**src/cms_pkg.sv**
```systemverilog
// Constants, register map and types of the counter mode sequencer
`default_nettype none
package cms_pkg;
	// ==========================================================
	// Widths
	localparam int unsigned CNT_W = 16;
	localparam int unsigned MODE_W = 7;

	// ==========================================================
	// Register byte offsets
	localparam logic [7:0] OFS_MODE = 8'h00;
	localparam logic [7:0] OFS_CMD = 8'h04;
	localparam logic [7:0] OFS_LOAD = 8'h08;
	localparam logic [7:0] OFS_HOLD = 8'h0C;
	localparam logic [7:0] OFS_COUNT = 8'h10;
	localparam logic [7:0] OFS_STATUS = 8'h14;

	// ==========================================================
	// Field positions
	localparam int unsigned MODE_REP_BIT = 0;
	localparam int unsigned MODE_RSRC_BIT = 1;
	localparam int unsigned MODE_SPEC_BIT = 2;
	localparam int unsigned MODE_TOG_BIT = 3;
	localparam int unsigned MODE_GC_LSB = 4;
	localparam int unsigned CMD_ARM_BIT = 0;
	localparam int unsigned CMD_DISARM_BIT = 1;
	localparam int unsigned CMD_LOAD_BIT = 2;
	localparam int unsigned ST_ARMED_BIT = 0;
	localparam int unsigned ST_TC_BIT = 1;
	localparam int unsigned ST_OUT_BIT = 2;
	localparam int unsigned ST_TRIG_BIT = 3;
	localparam int unsigned ST_PHASE_BIT = 4;
	localparam int unsigned ST_PEND_BIT = 5;

	// ==========================================================
	// Gate control field codes
	localparam logic [2:0] GC_NONE = 3'h0;
	localparam logic [2:0] GC_LEVEL_HI = 3'h1;
	localparam logic [2:0] GC_LEVEL_LO = 3'h2;
	localparam logic [2:0] GC_EDGE_RISE = 3'h3;
	localparam logic [2:0] GC_EDGE_FALL = 3'h4;

	// ==========================================================
	// Values after reset, and the count step of one
	localparam logic [MODE_W-1:0] RST_MODE = 7'h00;
	localparam logic [CNT_W-1:0] RST_CNT = 16'h0000;
	localparam logic [CNT_W-1:0] CNT_ONE = 16'h0001;

	// ==========================================================
	// Which terminal count of a two-count cycle comes next
	typedef enum logic {CMS_TC_FIRST, CMS_TC_SECOND} cms_tc_phase_e;
endpackage
`default_nettype wire

```
**src/cms_pin_sync.sv**
```systemverilog
// Three-stage pin synchroniser with filtered level and edge pulses
`default_nettype none
module cms_pin_sync (
	input wire logic hclk, // Clock
	input wire logic hresetn, // Async reset, active low
	input wire logic pin, // Asynchronous pin
	output logic level, // Filtered level
	output logic rise, // One-cycle pulse on rising change
	output logic fall // One-cycle pulse on falling change
);
	logic s1_reg;
	logic s2_reg;
	logic s3_reg;
	logic lvl_reg;
	logic rise_reg;
	logic fall_reg;
	logic agree;

	// ==========================================================
	// Synchroniser chain
	always_ff @(posedge hclk or negedge hresetn)
	begin
		if (!hresetn)
		begin
			s1_reg <= 1'b0;
			s2_reg <= 1'b0;
			s3_reg <= 1'b0;
		end
		else
		begin
			s1_reg <= pin;
			s2_reg <= s1_reg;
			s3_reg <= s2_reg;
		end
	end

	// ==========================================================
	// Level change accepted once stages two and three agree
	assign agree = (s2_reg == s3_reg);

	always_ff @(posedge hclk or negedge hresetn)
	begin
		if (!hresetn)
		begin
			lvl_reg <= 1'b0;
			rise_reg <= 1'b0;
			fall_reg <= 1'b0;
		end
		else
		begin
			lvl_reg <= agree ? s3_reg : lvl_reg; // RQ25
			rise_reg <= agree && s3_reg && !lvl_reg; // RQ25
			fall_reg <= agree && !s3_reg && lvl_reg; // RQ25
		end
	end

	assign level = lvl_reg;
	assign rise = rise_reg;
	assign fall = fall_reg;
endmodule
`default_nettype wire

```
**src/cms_sequencer.sv**
```systemverilog
// Counter mode sequencer with AHB-Lite register slave
`default_nettype none
// Summary of operation
// [RQ1] Software never selects the six reserved special-gate mode codes.
// [RQ2] No repetition, no reload source: one terminal count, then disarm.
// [RQ3] Reload source, no repetition: two terminal counts, then disarm.
// [RQ4] Repetition set: count to terminal count forever until disarm command.
// [RQ5] Gate control zero: gate never gates counting; special modes with reload source use it for reload.
// [RQ6] Non-special with reload source: reloads alternate Hold then Load.
// [RQ7] Special with reload source: gate low reloads Load, gate high reloads Hold.
// [RQ8] Special without reload source: gate edge saves count to Hold, then reloads Load.
// [RQ9] Level gating: only source edges during active gate level count, except the edge leaving terminal count.
// [RQ10] Single-shot software modes: reload Load, disarm, wait for new arm.
// [RQ11] Strobe mode starts after gate edge while armed; rearm before next.
// [RQ12] Edge modes ignore gate while disarmed and, unless special without reload source, after accepted trigger.
// [RQ13] Ungated rate generator reloads Load at each terminal count.
// [RQ14] Toggled output option flips output at each terminal count.
// [RQ15] Non-retriggerable one-shot: stops at terminal count, next gate edge restarts.
// [RQ16] Delayed pulse: first count reloads Hold, second reloads Load and disarms.
// [RQ17] Toggled delayed pulse: initial count sets delay, Hold sets width.
// [RQ18] Level-gated delayed pulse follows Hold-Load sequence counting only while gated.
// [RQ19] Delayed pulse strobe: start on armed gate edge, ignore gate until done.
// [RQ20] Variable duty generator: Hold on odd, Load on even counts, continuously.
// [RQ21] Level-gated variable duty: alternation restarts with Hold after each arm.
// [RQ22] Edge alternating mode: start on armed gate edge, stop at second count.
// [RQ23] Only active-going source and gate transitions count or act.
// [RQ24] Counter at terminal count always takes next source edge; stops follow it.
// [RQ25] Gate and source are synchronised and edge-detected on the internal clock.
module cms_sequencer (
	input wire logic hclk, // Bus clock
	input wire logic hresetn, // Async reset, active low
	input wire logic hsel, // Slave select
	input wire logic [31:0] haddr, // Byte address
	input wire logic [1:0] htrans, // Transfer type
	input wire logic hwrite, // Write when high
	input wire logic [2:0] hsize, // Transfer size, word only
	input wire logic [31:0] hwdata, // Write data
	input wire logic hready, // Bus ready
	output logic hreadyout, // Slave ready
	output logic hresp, // Response, always OKAY
	output logic [31:0] hrdata, // Read data
	input wire logic gate_in, // Gate pin, asynchronous
	input wire logic source_in, // Count source pin, asynchronous
	output logic counter_out, // Counter output
	output logic terminal_count // Counter sitting at terminal count
);
	localparam int unsigned W = cms_pkg::CNT_W;

	// ==========================================================
	// Gate control decode
	function automatic logic gate_is_level(input logic [2:0] gc);
		gate_is_level = (gc == cms_pkg::GC_LEVEL_HI) || (gc == cms_pkg::GC_LEVEL_LO);
	endfunction

	function automatic logic gate_is_edge(input logic [2:0] gc);
		gate_is_edge = (gc == cms_pkg::GC_EDGE_RISE) || (gc == cms_pkg::GC_EDGE_FALL);
	endfunction

	function automatic logic gate_active_high(input logic [2:0] gc);
		gate_active_high = (gc != cms_pkg::GC_LEVEL_LO) && (gc != cms_pkg::GC_EDGE_FALL);
	endfunction

	logic [cms_pkg::MODE_W-1:0] mode_reg;
	logic [W-1:0] load_reg;
	logic [W-1:0] hold_reg;
	logic [W-1:0] count_reg;
	logic armed_reg;
	logic tc_reg;
	logic tc_next;
	logic out_reg;
	logic trig_reg;
	logic pend_reg;
	cms_pkg::cms_tc_phase_e phase_reg;
	logic dph_wr_reg;
	logic [7:0] dph_addr_reg;
	logic [31:0] hrdata_reg;
	logic [31:0] rd_value;
	logic addr_phase;
	logic addr_ok;
	logic wr_mode;
	logic wr_cmd;
	logic wr_load;
	logic wr_hold;
	logic cmd_arm;
	logic cmd_disarm;
	logic cmd_load;
	logic rep;
	logic rsrc;
	logic spec;
	logic tog;
	logic [2:0] gc;
	logic lvl_mode;
	logic edge_mode;
	logic act_hi;
	logic gate_lvl;
	logic gate_rise;
	logic gate_fall;
	logic src_rise;
	logic gate_act;
	logic gate_edge;
	logic retrig_mode;
	logic gsel_mode;
	logic trig_accept;
	logic retrig_evt;
	logic qualify;
	logic cnt_edge;
	logic tc_leave;
	logic pend_use;
	logic dec;
	logic tc_enter;
	logic second;
	logic end_cycle;
	logic sel_hold;
	logic [W-1:0] reload_val;
	logic [W-1:0] ld_cmd_val;

	// ==========================================================
	// Pin synchronisers
	cms_pin_sync u_gate_sync (
		.hclk(hclk),
		.hresetn(hresetn),
		.pin(gate_in),
		.level(gate_lvl),
		.rise(gate_rise),
		.fall(gate_fall)
	);

	cms_pin_sync u_src_sync (
		.hclk(hclk),
		.hresetn(hresetn),
		.pin(source_in),
		.level(),
		.rise(src_rise),
		.fall()
	);

	// ==========================================================
	// AHB-Lite slave, zero wait states
	assign addr_phase = hsel && htrans[1] && hready;
	assign addr_ok = (haddr[31:8] == 24'h000000) && (haddr[1:0] == 2'h0);
	assign hreadyout = 1'b1;
	assign hresp = 1'b0;
	assign hrdata = hrdata_reg;

	always_ff @(posedge hclk or negedge hresetn)
	begin
		if (!hresetn)
		begin
			dph_wr_reg <= 1'b0;
			dph_addr_reg <= 8'h00;
		end
		else
		begin
			dph_wr_reg <= addr_phase && hwrite && addr_ok;
			dph_addr_reg <= haddr[7:0];
		end
	end

	assign wr_mode = dph_wr_reg && (dph_addr_reg == cms_pkg::OFS_MODE);
	assign wr_cmd = dph_wr_reg && (dph_addr_reg == cms_pkg::OFS_CMD);
	assign wr_load = dph_wr_reg && (dph_addr_reg == cms_pkg::OFS_LOAD);
	assign wr_hold = dph_wr_reg && (dph_addr_reg == cms_pkg::OFS_HOLD);
	assign cmd_arm = wr_cmd && hwdata[cms_pkg::CMD_ARM_BIT];
	assign cmd_disarm = wr_cmd && hwdata[cms_pkg::CMD_DISARM_BIT];
	assign cmd_load = wr_cmd && hwdata[cms_pkg::CMD_LOAD_BIT];

	always_comb
	begin
		rd_value = 32'h00000000;
		case (haddr[7:0])
			cms_pkg::OFS_MODE: rd_value[cms_pkg::MODE_W-1:0] = mode_reg;
			cms_pkg::OFS_LOAD: rd_value[W-1:0] = load_reg;
			cms_pkg::OFS_HOLD: rd_value[W-1:0] = hold_reg;
			cms_pkg::OFS_COUNT: rd_value[W-1:0] = count_reg;
			cms_pkg::OFS_STATUS:
			begin
				rd_value[cms_pkg::ST_ARMED_BIT] = armed_reg;
				rd_value[cms_pkg::ST_TC_BIT] = tc_reg;
				rd_value[cms_pkg::ST_OUT_BIT] = out_reg;
				rd_value[cms_pkg::ST_TRIG_BIT] = trig_reg;
				rd_value[cms_pkg::ST_PHASE_BIT] = (phase_reg == cms_pkg::CMS_TC_SECOND);
				rd_value[cms_pkg::ST_PEND_BIT] = pend_reg;
			end
			default: rd_value = 32'h00000000;
		endcase
	end

	always_ff @(posedge hclk or negedge hresetn)
	begin
		if (!hresetn)
			hrdata_reg <= 32'h00000000;
		else
			hrdata_reg <= (addr_phase && !hwrite && addr_ok) ? rd_value : 32'h00000000;
	end

	// ==========================================================
	// Configuration registers
	always_ff @(posedge hclk or negedge hresetn)
	begin
		if (!hresetn)
		begin
			mode_reg <= cms_pkg::RST_MODE;
			load_reg <= cms_pkg::RST_CNT;
		end
		else
		begin
			if (wr_mode)
				mode_reg <= hwdata[cms_pkg::MODE_W-1:0];
			if (wr_load)
				load_reg <= hwdata[W-1:0];
		end
	end

	// ==========================================================
	// Mode decode
	assign rep = mode_reg[cms_pkg::MODE_REP_BIT];
	assign rsrc = mode_reg[cms_pkg::MODE_RSRC_BIT];
	assign spec = mode_reg[cms_pkg::MODE_SPEC_BIT];
	assign tog = mode_reg[cms_pkg::MODE_TOG_BIT];
	assign gc = mode_reg[cms_pkg::MODE_GC_LSB +: 3];
	assign lvl_mode = gate_is_level(gc);
	assign edge_mode = gate_is_edge(gc);
	assign act_hi = gate_active_high(gc);
	assign gate_act = act_hi ? gate_lvl : !gate_lvl;
	assign gate_edge = act_hi ? gate_rise : gate_fall; // RQ23
	// Reserved codes are left to software to avoid
	assign retrig_mode = spec && !rsrc && (gc != cms_pkg::GC_NONE); // RQ1
	assign gsel_mode = spec && rsrc && (gc == cms_pkg::GC_NONE); // RQ5
	assign second = (phase_reg == cms_pkg::CMS_TC_SECOND);

	// ==========================================================
	// Trigger, retrigger and count qualification
	assign trig_accept = armed_reg && edge_mode && gate_edge && (retrig_mode || !trig_reg); // RQ12
	assign retrig_evt = retrig_mode && armed_reg && gate_edge; // RQ8
	assign qualify = (!lvl_mode || gate_act) && (!edge_mode || trig_reg); // RQ9
	assign cnt_edge = src_rise && (tc_reg || (armed_reg && qualify)); // RQ24
	assign tc_leave = cnt_edge && tc_reg; // RQ24
	assign pend_use = cnt_edge && !tc_reg && pend_reg; // RQ8
	assign dec = cnt_edge && !tc_reg && !pend_reg;
	assign tc_enter = dec && (count_reg == cms_pkg::CNT_ONE);
	// Two-count modes end their cycle only on the second terminal count
	assign end_cycle = !rsrc || second; // RQ3
	assign sel_hold = gsel_mode ? gate_lvl : (rsrc && !second); // RQ6 RQ7
	assign reload_val = sel_hold ? hold_reg : load_reg;
	assign ld_cmd_val = (gsel_mode && gate_lvl) ? hold_reg : load_reg; // RQ7

	// ==========================================================
	// Counter
	always_ff @(posedge hclk or negedge hresetn)
	begin
		if (!hresetn)
			count_reg <= cms_pkg::RST_CNT;
		else if (cmd_load)
			count_reg <= ld_cmd_val;
		else if (tc_leave)
			count_reg <= reload_val; // RQ13 RQ16 RQ20
		else if (pend_use)
			count_reg <= load_reg; // RQ8
		else if (dec)
			count_reg <= count_reg - cms_pkg::CNT_ONE;
	end

	always_comb
	begin
		tc_next = tc_reg;
		if (cmd_load || tc_leave || pend_use)
			tc_next = 1'b0;
		else if (tc_enter)
			tc_next = 1'b1;
	end

	always_ff @(posedge hclk or negedge hresetn)
	begin
		if (!hresetn)
			tc_reg <= 1'b0;
		else
			tc_reg <= tc_next;
	end

	// ==========================================================
	// Reload alternation phase
	always_ff @(posedge hclk or negedge hresetn)
	begin
		if (!hresetn)
			phase_reg <= cms_pkg::CMS_TC_FIRST;
		else if (cmd_arm)
			phase_reg <= cms_pkg::CMS_TC_FIRST; // RQ21
		else if (tc_leave && rsrc)
		begin
			case (phase_reg)
				cms_pkg::CMS_TC_FIRST: phase_reg <= cms_pkg::CMS_TC_SECOND; // RQ16 RQ18
				cms_pkg::CMS_TC_SECOND: phase_reg <= cms_pkg::CMS_TC_FIRST; // RQ20
				default: phase_reg <= cms_pkg::CMS_TC_FIRST;
			endcase
		end
	end

	// ==========================================================
	// Arming
	always_ff @(posedge hclk or negedge hresetn)
	begin
		if (!hresetn)
			armed_reg <= 1'b0;
		else if (cmd_arm)
			armed_reg <= 1'b1;
		else if (cmd_disarm)
			armed_reg <= 1'b0; // RQ4
		else if (tc_leave && !rep && end_cycle)
			armed_reg <= 1'b0; // RQ2 RQ3 RQ10 RQ19
	end

	// ==========================================================
	// Edge trigger latch, cleared where the count cycle ends
	always_ff @(posedge hclk or negedge hresetn)
	begin
		if (!hresetn)
			trig_reg <= 1'b0;
		else if (cmd_arm || cmd_disarm)
			trig_reg <= 1'b0;
		else if (trig_accept)
			trig_reg <= 1'b1; // RQ11 RQ19
		else if (tc_leave && end_cycle)
			trig_reg <= 1'b0; // RQ15 RQ22
	end

	// ==========================================================
	// Retrigger pending and Hold capture
	always_ff @(posedge hclk or negedge hresetn)
	begin
		if (!hresetn)
			pend_reg <= 1'b0;
		else if (retrig_evt)
			pend_reg <= 1'b1; // RQ8
		else if (cmd_load || pend_use || tc_leave)
			pend_reg <= 1'b0;
	end

	always_ff @(posedge hclk or negedge hresetn)
	begin
		if (!hresetn)
			hold_reg <= cms_pkg::RST_CNT;
		else if (retrig_evt)
			hold_reg <= count_reg; // RQ8
		else if (wr_hold)
			hold_reg <= hwdata[W-1:0];
	end

	// ==========================================================
	// Output: terminal count level, or toggled on each terminal count
	always_ff @(posedge hclk or negedge hresetn)
	begin
		if (!hresetn)
			out_reg <= 1'b0;
		else
			out_reg <= tog ? (out_reg ^ tc_enter) : tc_next; // RQ14 RQ17
	end

	assign counter_out = out_reg;
	assign terminal_count = tc_reg;
endmodule
`default_nettype wire

```
**config.mk**
```make
export PLATFORM = sky130hd
export DESIGN_NAME = cms_sequencer
export DESIGN_NICKNAME = d
export VERILOG_FILES = /design/src/cms_pkg.sv /design/src/cms_pin_sync.sv /design/src/cms_sequencer.sv
export SDC_FILE = /design/constraint.sdc
export NUM_CORES = 1
export LEC_CHECK = 0
export ABC_AREA = 1
export BUFFER_PORTS_ARGS = -buffer_cell sky130_fd_sc_hd__buf_2
export CAP_MARGIN = 10
export CORE_ASPECT_RATIO = 1.1
export CORE_MARGIN = 5
export CORE_UTILIZATION = 45
export DETAILED_ROUTE_END_ITERATION = 8
export GPL_TIMING_DRIVEN = 0
export PLACE_DENSITY = 0.67
export SETUP_SLACK_MARGIN = 0.05
export SLEW_MARGIN = 20
export SYNTH_ARGS = -nofsm -noshare
export SYNTH_HDL_FRONTEND = slang
export SYNTH_HIERARCHICAL = 1
export SYNTH_SLANG_ARGS = --single-unit
```
**constraint.sdc**
```tcl
create_clock -name hclk -period 2.2 [get_ports hclk]
set_clock_uncertainty 0.2 [all_clocks]
set_input_delay 0.22 -clock hclk [delete_from_list [all_inputs] [get_ports hclk]]
set_output_delay 0.22 -clock hclk [all_outputs]
set_load 0.02 [all_outputs]
```
After elaboration in Yosys (flattened, before gate mapping)
Cells that the tools add are included.
{ "word_totals": {"regBits": 97, "latchBits": 0, "ram_bits": 0, "romBits": 0, "in_bits": 76, "output_inout_bits": 36, "elab_cells": 152, "mem_count": 0} }
{ "op_classes": {"addsub": 1, "multipliers": 0, "div_mod_pow": 0, "order_cmp": 0, "eq_ne": 16, "n_shift": 0, "mux": 29, "bitwise_logic": 2, "reduce_logical": 80} }
{ "op_table": {"columns": ["op", "n"], "rows": [
  ["$mux W16", 9],
  ["$logic_and A1 B1 Y1", 44],
  ["$eq A8 B4 Y1 const B", 4],
  ["$pmux W6 S5", 1],
  ["$pmux W9 S3", 1],
  ["$logic_not A24 Y1", 1],
  ["$eq A16 B1 Y1 const B", 1],
  ["$eq A8 B5 Y1 const B", 2],
  ["$logic_not A8 Y1", 2],
  ["$mux W1", 16],
  ["$sub A16 B1 Y16 const B", 1],
  ["$logic_not A1 Y1", 12],
  ["$logic_or A1 B1 Y1", 12],
  ["$reduce_bool A3 Y1", 3],
  ["$eq A8 B3 Y1 const B", 1],
  ["$eq A3 B2 Y1 const B", 2],
  ["$reduce_bool A2 Y1", 3],
  ["$pmux W1 S4", 1],
  ["$reduce_bool A4 Y1", 1],
  ["$eq A3 B1 Y1 const B", 1],
  ["$eq A3 B3 Y1 const B", 1],
  ["$logic_not A3 Y1", 1],
  ["$ne A3 B2 Y1 const B", 1],
  ["$ne A3 B3 Y1 const B", 1],
  ["5 further kinds", 6]
]} }

Longest topological paths before layout
Gate-level depths: netlist (run 1).
{ "logic_depth": {"ltp_word": 14, "mapped_depth": 12, "depth_no_buf": 12} }

Cells and area by module
The synthesis (run 1) kept the hierarchy.
{ "by_module_without_submodules": {"columns": ["mod", "instances", "cells_per_inst", "area_each_um2", "seq_area_each_um2"], "rows": [
  ["cms_sequencer", 1, 735, 5534.1, 2152.1],
  ["cms_pin_sync", 2, 18, 212.7, 150.1]
]} }

Least setup slack after synthesis (run 1)
OpenSTA, ideal clock, no wires.
{ "synth_timing": {"path_kind": "register to register", "start": "register tc_reg, in the netlist terminal_count", "end": "register count_reg[3]", "setup_time_ns": 0.123, "arrival_time_ns": 1.450, "required_time_ns": 1.877, "setup_slack_ns": 0.426, "path_stages_with_launch": 12, "n_path_buf": 1, "period_less_slack_ns": 1.774, "path_cell_list": "dfrtp_1 inv_2 nand2_1 nor2_2 nand2_2 nor2_4 nor2_4 inv_4 buf_12 nand2_1 nor2_2 a21oi_2"} }
{ "synth_via": {"elab_chain_cells": 7, "elab_cells_between_ends": 11, "cone_classes": "3 x mux; 8 x reduce/logical"} }
{ "synth_lines": {"columns": ["element", "line", "text"], "rows": [
  ["start: declaration", "cms_sequencer.sv:68", "logic tc_reg;"],
  ["start signal: assignment", "cms_sequencer.sv:277", "tc_reg <= tc_next;"],
  ["$logic_or A1 B1 Y1", "cms_sequencer.sv:236", "assign cnt_edge = src_rise && (tc_reg || (armed_reg && qualify));"],
  ["$logic_and A1 B1 Y1", "cms_sequencer.sv:236", null],
  ["$logic_and A1 B1 Y1", "cms_sequencer.sv:238, cms_sequencer.sv:239", null],
  ["$logic_and A1 B1 Y1", "cms_sequencer.sv:238", "assign pend_use = cnt_edge && !tc_reg && pend_reg;"],
  ["$mux W16", "cms_sequencer.sv:257", "else if (pend_use)"],
  ["$mux W16", "cms_sequencer.sv:255", "else if (tc_leave)"],
  ["$mux W16", "cms_sequencer.sv:253", "else if (cmd_load)"],
  ["end signal: assignment", "cms_sequencer.sv:254", "count_reg <= ld_cmd_val;"],
  ["end signal: assignment", "cms_sequencer.sv:256", "count_reg <= reload_val;"],
  ["end signal: assignment", "cms_sequencer.sv:258", "count_reg <= load_reg;"],
  ["end: declaration", "cms_sequencer.sv:66", "logic [W-1:0] count_reg;"]
]} }
Parallel ways exist; a longest one is shown, timed or not.
A chain may end at the register's enable or synchronous reset.

Worst setup path in the final report (run 1)
{ "layout_timing": {"start": "register mode_reg[5] (netlist bit)", "end": "register hold_reg[8]"} }
{ "layout_via": {"elab_chain_cells": 5, "elab_cells_between_ends": 10, "cone_classes": "2 x eq/ne; 2 x mux; 6 x reduce/logical"} }
{ "layout_lines": {"columns": ["element", "line", "text"], "rows": [
  ["start: declaration", "cms_sequencer.sv:63", "logic [cms_pkg::MODE_W-1:0] mode_reg;"],
  ["start signal: assignment", "cms_sequencer.sv:202", "mode_reg <= cms_pkg::RST_MODE;"],
  ["start signal: assignment", "cms_sequencer.sv:208", "mode_reg <= hwdata[cms_pkg::MODE_W-1:0];"],
  ["$ne A3 B2 Y1, or another cell as far along", "cms_sequencer.sv:60", "gate_active_high = (gc != cms_pkg::GC_LEVEL_LO) && (gc != cms_pkg::GC_EDGE_FALL);"],
  ["$logic_and A1 B1 Y1 (on tied branches)", "cms_sequencer.sv:60, cms_sequencer.sv:227", null],
  ["$mux W1 / $logic_and A1 B1 Y1 (equally long branches)", "cms_sequencer.sv:225, cms_sequencer.sv:234", null],
  ["$logic_and A1 B1 Y1 *", "cms_sequencer.sv:234", "assign retrig_evt = retrig_mode && armed_reg && gate_edge;"],
  ["$mux W16 / $reduce_bool A2 Y1 (equally long branches)", null, null],
  ["end signal: assignment", "cms_sequencer.sv:341", "hold_reg <= cms_pkg::RST_CNT;"],
  ["end signal: assignment", "cms_sequencer.sv:343", "hold_reg <= count_reg;"],
  ["end signal: assignment", "cms_sequencer.sv:345", "hold_reg <= hwdata[W-1:0];"],
  ["end: declaration", "cms_sequencer.sv:65", "logic [W-1:0] hold_reg;"]
]} }
Mark *: on every way between the ends. The rest lies on a longest branch, timed or not.

==> results of run 1 <==
## layout by cell type (no fill, tap or decap), types with 9 or more instances in the layout
cell,count
sky130_fd_sc_hd__clkbuf_16,9
sky130_fd_sc_hd__nor2_1,98
sky130_fd_sc_hd__dlygate4sd3_1,29
sky130_fd_sc_hd__a21oi_1,38
sky130_fd_sc_hd__o22ai_1,21
sky130_fd_sc_hd__o21ai_0,44
sky130_fd_sc_hd__inv_1,95
sky130_fd_sc_hd__nor2_2,9
sky130_fd_sc_hd__a21oi_2,10
sky130_fd_sc_hd__nor3_1,9
sky130_fd_sc_hd__nand3_1,56
sky130_fd_sc_hd__conb_1,18
sky130_fd_sc_hd__inv_2,18
sky130_fd_sc_hd__dfrtp_1,96
sky130_fd_sc_hd__buf_4,26
sky130_fd_sc_hd__buf_2,78
sky130_fd_sc_hd__o221ai_2,10
sky130_fd_sc_hd__nand2_1,136
## where the power goes
| group | internal [mW] | switching (mW) |
|---|---|---|
| clock network | 0.902 | 0.746 |
| registers | 1.93 | 0.155 |
| logic | 0.381 | 0.666 |
| total | 3.21 | 1.57 |
## metal layers
metal,part of all wire,vias up,global-route usage
li1,-,2744,-
met1,0.42,2622,0.315
met2,0.47,253,0.379
met3,0.078,34,0.0459
met4,0.025,0,0.0869
met5,0,-,0
## final cells by class
cell class / instances / area [µm²]
Fill cell: 1226 / 5790
Multi-Input combinational cell: 532 / 2870
Sequential cell: 97 / 2430
Timing Repair Buffer: 108 / 727
Inverter: 115 / 434
Buffer: 40 / 290
Clock buffer: 10 / 229
Tap cell: 161 / 201
Clock inverter: 6 / 75.1
## metrics by stage
| step | instance area, µm² | hold slack (ns) | power (mW) | utilization | TNS, ns |
|---|---|---|---|---|---|
| after floorplan | 5990 | -0.276 | 2.77 | - | 0 |
| final | 7260 | 0.0929 | 4.78 | 0.556 | 0 |
| after global routing | 7260 | 0.126 | 5.00 | 0.556 | 0 |
| after CTS | 7180 | 0.0777 | 4.75 | 0.550 | 0 |
| after global placement | 6550 | 0.129 | 3.08 | 0.502 | -28.84 |
| after detailed placement | 6590 | -0.0602 | 3.10 | 0.505 | 0 |
## repair_timing
item	4_1_cts	5_1_grt
hold endpoints to repair	140	0
resized for setup	0	10
setup buffers	0	5
hold buffers	29	0
endpoints found under the setup margin	0	22
## tightest hold or removal path, stage by stage
cell                      delay (ns)
sky130_fd_sc_hd__buf_2          0.08
sky130_fd_sc_hd__nor4_1         0.04
sky130_fd_sc_hd__nand4_1        0.11
sky130_fd_sc_hd__nor3_2         0.07
sky130_fd_sc_hd__nand2_1        0.05
sky130_fd_sc_hd__a21oi_1        0.04
## worst paths after layout
kind	endpoint	slack [ns]
max	hold_reg[8]$_DFFE_PN0P_	0.14
min	hrdata[6]$_DFF_PN0_	0.09
max reg2reg	hold_reg[8]$_DFFE_PN0P_	0.14
min reg2reg	u_gate_sync/s2_reg$_DFF_PN0_	0.16
max in group asynchronous	load_reg[14]$_DFFE_PN0P_	1.05
min in group asynchronous	u_gate_sync/rise$_DFF_PN0_	0.12
==> qor.csv, run 1 <==
metric,value,unit
Hold WC Path Type,in -> reg,
status,"finished, final reports clean",
routability cong.,0.934,
Die Outline Area,15600,µm²
first-pass GRT wire length,28600,µm
count of inserted antenna diode cells,0,
Via Count,5653,
critical path data arrival time,2.13,ns
setup slack after placement,0.123,ns
worst IR drop on VDD,392,µV
GRT Util Overall,0.234,
chip width,119,µm
input/output buffers,73,
routed wire length,18000,µm
logic depth of the worst register-to-register path,11,
Yosys Warn Count,6,
kind of start point of the critical path,flop,
biggest cell delay along the critical path,0.42,ns
average cell area after synthesis,7.72,µm²
Hold Crit Depth,6,
minimum period implied by the final worst setup slack,2.06,ns
cell area after synthesis,5930,µm²
Via-to-Cell Ratio,5.29,
Clock Tree Root,sky130_fd_sc_hd__clkbuf_16,
via count of the first global-routing pass,5441,
number of maximum-capacitance constraint violations,0,
Mapped Cells,768,
Final Max Slew Viols,0,
RSZ-0062 raised after global routing,true,
Max Clock Freq,0.485,GHz
initial cell density of the core,0.454,
placeable core area,13000,µm²
largest net degree at the start of global routing,64,
final cell count without fillers,1069,
Top Ports,112,
CTS HTree Levels,3,
clk buf depth,2,
Placed Cells,1019,
final setup violation count,0,
remaining number of nets flagged by the antenna check after routing,0,
WP data required,2.27,ns
initial drt markers,373,
fin crit share,0.937,
Setup Crit Path Kind,reg -> reg,
crit-path cells,inv_2 -> nand2_4 -> nor2_4 -> buf_4 -> nor2_1 -> nand2_1 -> nor2_1 -> nand2_2 -> buf_2 -> nand3_1 -> o221ai_2,
cell repeated most along the worst path,sky130_fd_sc_hd__nor2_1,
leakage power total,3.76,nW
count of nets after finishing,985,
Rows,44,
endpoints failing hold,0,
grt ovf,0,
fraction of layout cells with a size suffix above 1,0.237,
smallest setup slack after layout,0.138,ns
worst rel slew slack,0.571,
library cell contributing the largest single delay on the critical path,sky130_fd_sc_hd__dfrtp_1,
CP startpoint,mode_reg[5]$_DFFE_PN0P_,
DRC,0,
"Buf+Inv Stages, Crit Path",3,
Worst-path clk slew,0.07,ns
worst reg2reg path startpoint,mode_reg[5]$_DFFE_PN0P_,
Inserted Clock Buffers,9,
insertion delay to the later sink of the worst-skew pair,0.35,ns
antenna violations before repair,0,
family with the most delay on the worst path,simple AND/OR/NAND/NOR gates,
post-DR wirelength/cell,16.8,µm
DP HPWL,13700,µm
first drt pass iteration count,6,
actual transition at the worst max-transition pin,0.644,ns
Crit Path Max Fanout,10,
total clock sinks,97,
total power divided by cell area,659,nW/µm²
critical path depth in cells,11,
Die Y,130,µm
layout overhead on the synthesized area,22.4,%
critical path capture point type,flop,
CTS tree,yes,
startpoint of the worst hold path,haddr[25],
(Power assumes the default switching activity.)
==> inputs of run 2 (changes only) <==
--- a/config.mk
+++ b/config.mk
@@ -11,6 +11,7 @@
 export CORE_ASPECT_RATIO = 1.1
 export CORE_MARGIN = 5
 export CORE_UTILIZATION = 45
+export CTS_BUF_LIST = sky130_fd_sc_hd__clkbuf_2
 export DETAILED_ROUTE_END_ITERATION = 8
 export GPL_TIMING_DRIVEN = 0
 export PLACE_DENSITY = 0.67
==> qor.csv, run 2 (synthesis gave the netlist of run 1 again) <==
metric,value,unit
status,"finished, final reports clean",
most frequent cells in the layout,"sky130_fd_sc_hd__nand2_1, sky130_fd_sc_hd__inv_1, sky130_fd_sc_hd__nor2_1, sky130_fd_sc_hd__dfrtp_1, sky130_fd_sc_hd__buf_2",
layout overhead on the synthesized area,26.7,%
initial cell density of the core,0.454,
Worst-path clk slew,0.28,ns
kind of start point of the critical path,primary input,
DP HPWL,13700,µm
first drt pass iteration count,5,
logic depth of the worst register-to-register path,11,
total clock sinks,97,
actual transition at the worst max-transition pin,0.595,ns
final total power,4.16,mW
crit-path cells,dlygate4sd3_1 -> buf_2 -> nor2_2 -> inv_1 -> nor3_1 -> nand2_1 -> buf_2 -> o22ai_1 -> a21oi_1 -> nor2_1,
Setup Crit Path Kind,in -> reg,
CP startpoint,haddr[7],
smallest setup slack after layout,0.0580,ns
Max Clock Freq,0.467,GHz
fin crit share,0.974,
setup slack of the worst register-to-register path,0.11,ns
Min Hold Slack,0.0332,ns
library cell contributing the largest single delay on the critical path,sky130_fd_sc_hd__dlygate4sd3_1,
WP data required,2.57,ns
minimum period implied by the final worst setup slack,2.14,ns
RSZ-0062 raised after global routing,true,
critical path capture point type,flop,
CTS HTree Levels,3,
critical path data arrival time,2.51,ns
post-layout instance area,7510,µm²
final setup violation count,0,
Via-to-Cell Ratio,5.33,
worst reg2reg path startpoint,mode_reg[5]$_DFFE_PN0P_,
Hold WC Path Type,in -> reg,
leakage power total,3.88,nW
chip width,119,µm
routability cong.,0.934,
placeable core area,13000,µm²
initial drt markers,428,
worst rel slew slack,0.601,
cell repeated most along the worst path,sky130_fd_sc_hd__buf_2,
setup slack after placement,0.123,ns
number of maximum-capacitance constraint violations,0,
Die Outline Area,15600,µm²
CTS tree,yes,
family with the most delay on the worst path,buffers and inverters,
Rows,44,
CP Capture Point,hrdata[9]$_DFF_PN0_,
Util after Layout,0.576,
post-DR wirelength/cell,17.5,µm
clk buf depth,2,
antenna violations before repair,1,
GRT Util Overall,0.248,
worst IR drop on VDD,368,µV
Final Max Slew Viols,0,
input/output buffers,73,
biggest cell delay along the critical path,0.55,ns
Top Ports,112,
routed wire length,19500,µm
Die Y,130,µm
reg-to-reg critical path endpoint,hold_reg[8]$_DFFE_PN0P_,
DRC,0,
count of nets after finishing,1024,
critical path depth in cells,10,
most frequent standard cell in the layout excluding fill and tap cells,sky130_fd_sc_hd__nand2_1,
remaining number of nets flagged by the antenna check after routing,0,
largest net degree at the start of global routing,64,
instance area after placement,6590,µm²
endpoints failing hold,0,
Inserted Clock Buffers,9,
grt ovf,0,
first-pass GRT wire length,30300,µm
Crit Path Max Fanout,10,
"Buf+Inv Stages, Crit Path",4,
via count of the first global-routing pass,5739,
Clock Tree Root,sky130_fd_sc_hd__clkbuf_2,
insertion delay to the later sink of the worst-skew pair,0.61,ns
fraction of layout cells with a size suffix above 1,0.249,
Via Count,5910,
total power divided by cell area,554,nW/µm²
==> run 2: worst min-delay path by stage <==
stage	start	to	slack [ns]	cells after the start
finish	source_in	u_src_sync/s1_reg$_DFF_PN0_	0.03	2
floorplan	hresetn	armed_reg$_DFFE_PN0P_	-0.28	0
global placement	gate_in	u_gate_sync/s1_reg$_DFF_PN0_	0.13	1
CTS	source_in	u_src_sync/s1_reg$_DFF_PN0_	0.02	2
global route	source_in	u_src_sync/s1_reg$_DFF_PN0_	0.007	2
detailed placement	hresetn	u_src_sync/s1_reg$_DFF_PN0_	-0.06	1
==> run 2: through the flow <==
step | setup TNS [ns] | std cells
global route | -0.00397 | 1109
finish | 0 | 1109
detailed placement | 0 | 1019
CTS | 0 | 1090
floorplan | 0 | 784
global placement | -28.84 | 1018
==> run 2: power by group <==
part | switching, mW | internal, mW
logic | 0.686 | 0.421
registers | 0.156 | 1.93
clock network | 0.680 | 0.287
total | 1.52 | 2.64
==> run 2: layer usage <==
metal	vias to the layer above	GRT usage	part of all wire
met5	-	0	0
met3	46	0.0498	0.074
li1	2820	-	-
met4	0	0.0761	0.025
met2	252	0.411	0.48
met1	2792	0.330	0.42
==> run 2: what timing repair did <==
action | CTS | global route
hold buffers | 55 | 5
buffers inserted | 0 | 14
setup endpoints to repair | 0 | 37
gates resized for setup | 0 | 26
hold endpoints to repair | 163 | 9
==> run 2: final cells by class <==
class / count / area [µm²]
Clock buffer: 10 / 50.0
Antenna cell: 1 / 2.50
Multi-Input combinational cell: 533 / 2930
Tap cell: 161 / 201
Fill cell: 1163 / 5540
Clock inverter: 6 / 75.1
Sequential cell: 97 / 2430
Timing Repair Buffer: 146 / 1090
Buffer: 40 / 297
Inverter: 115 / 434
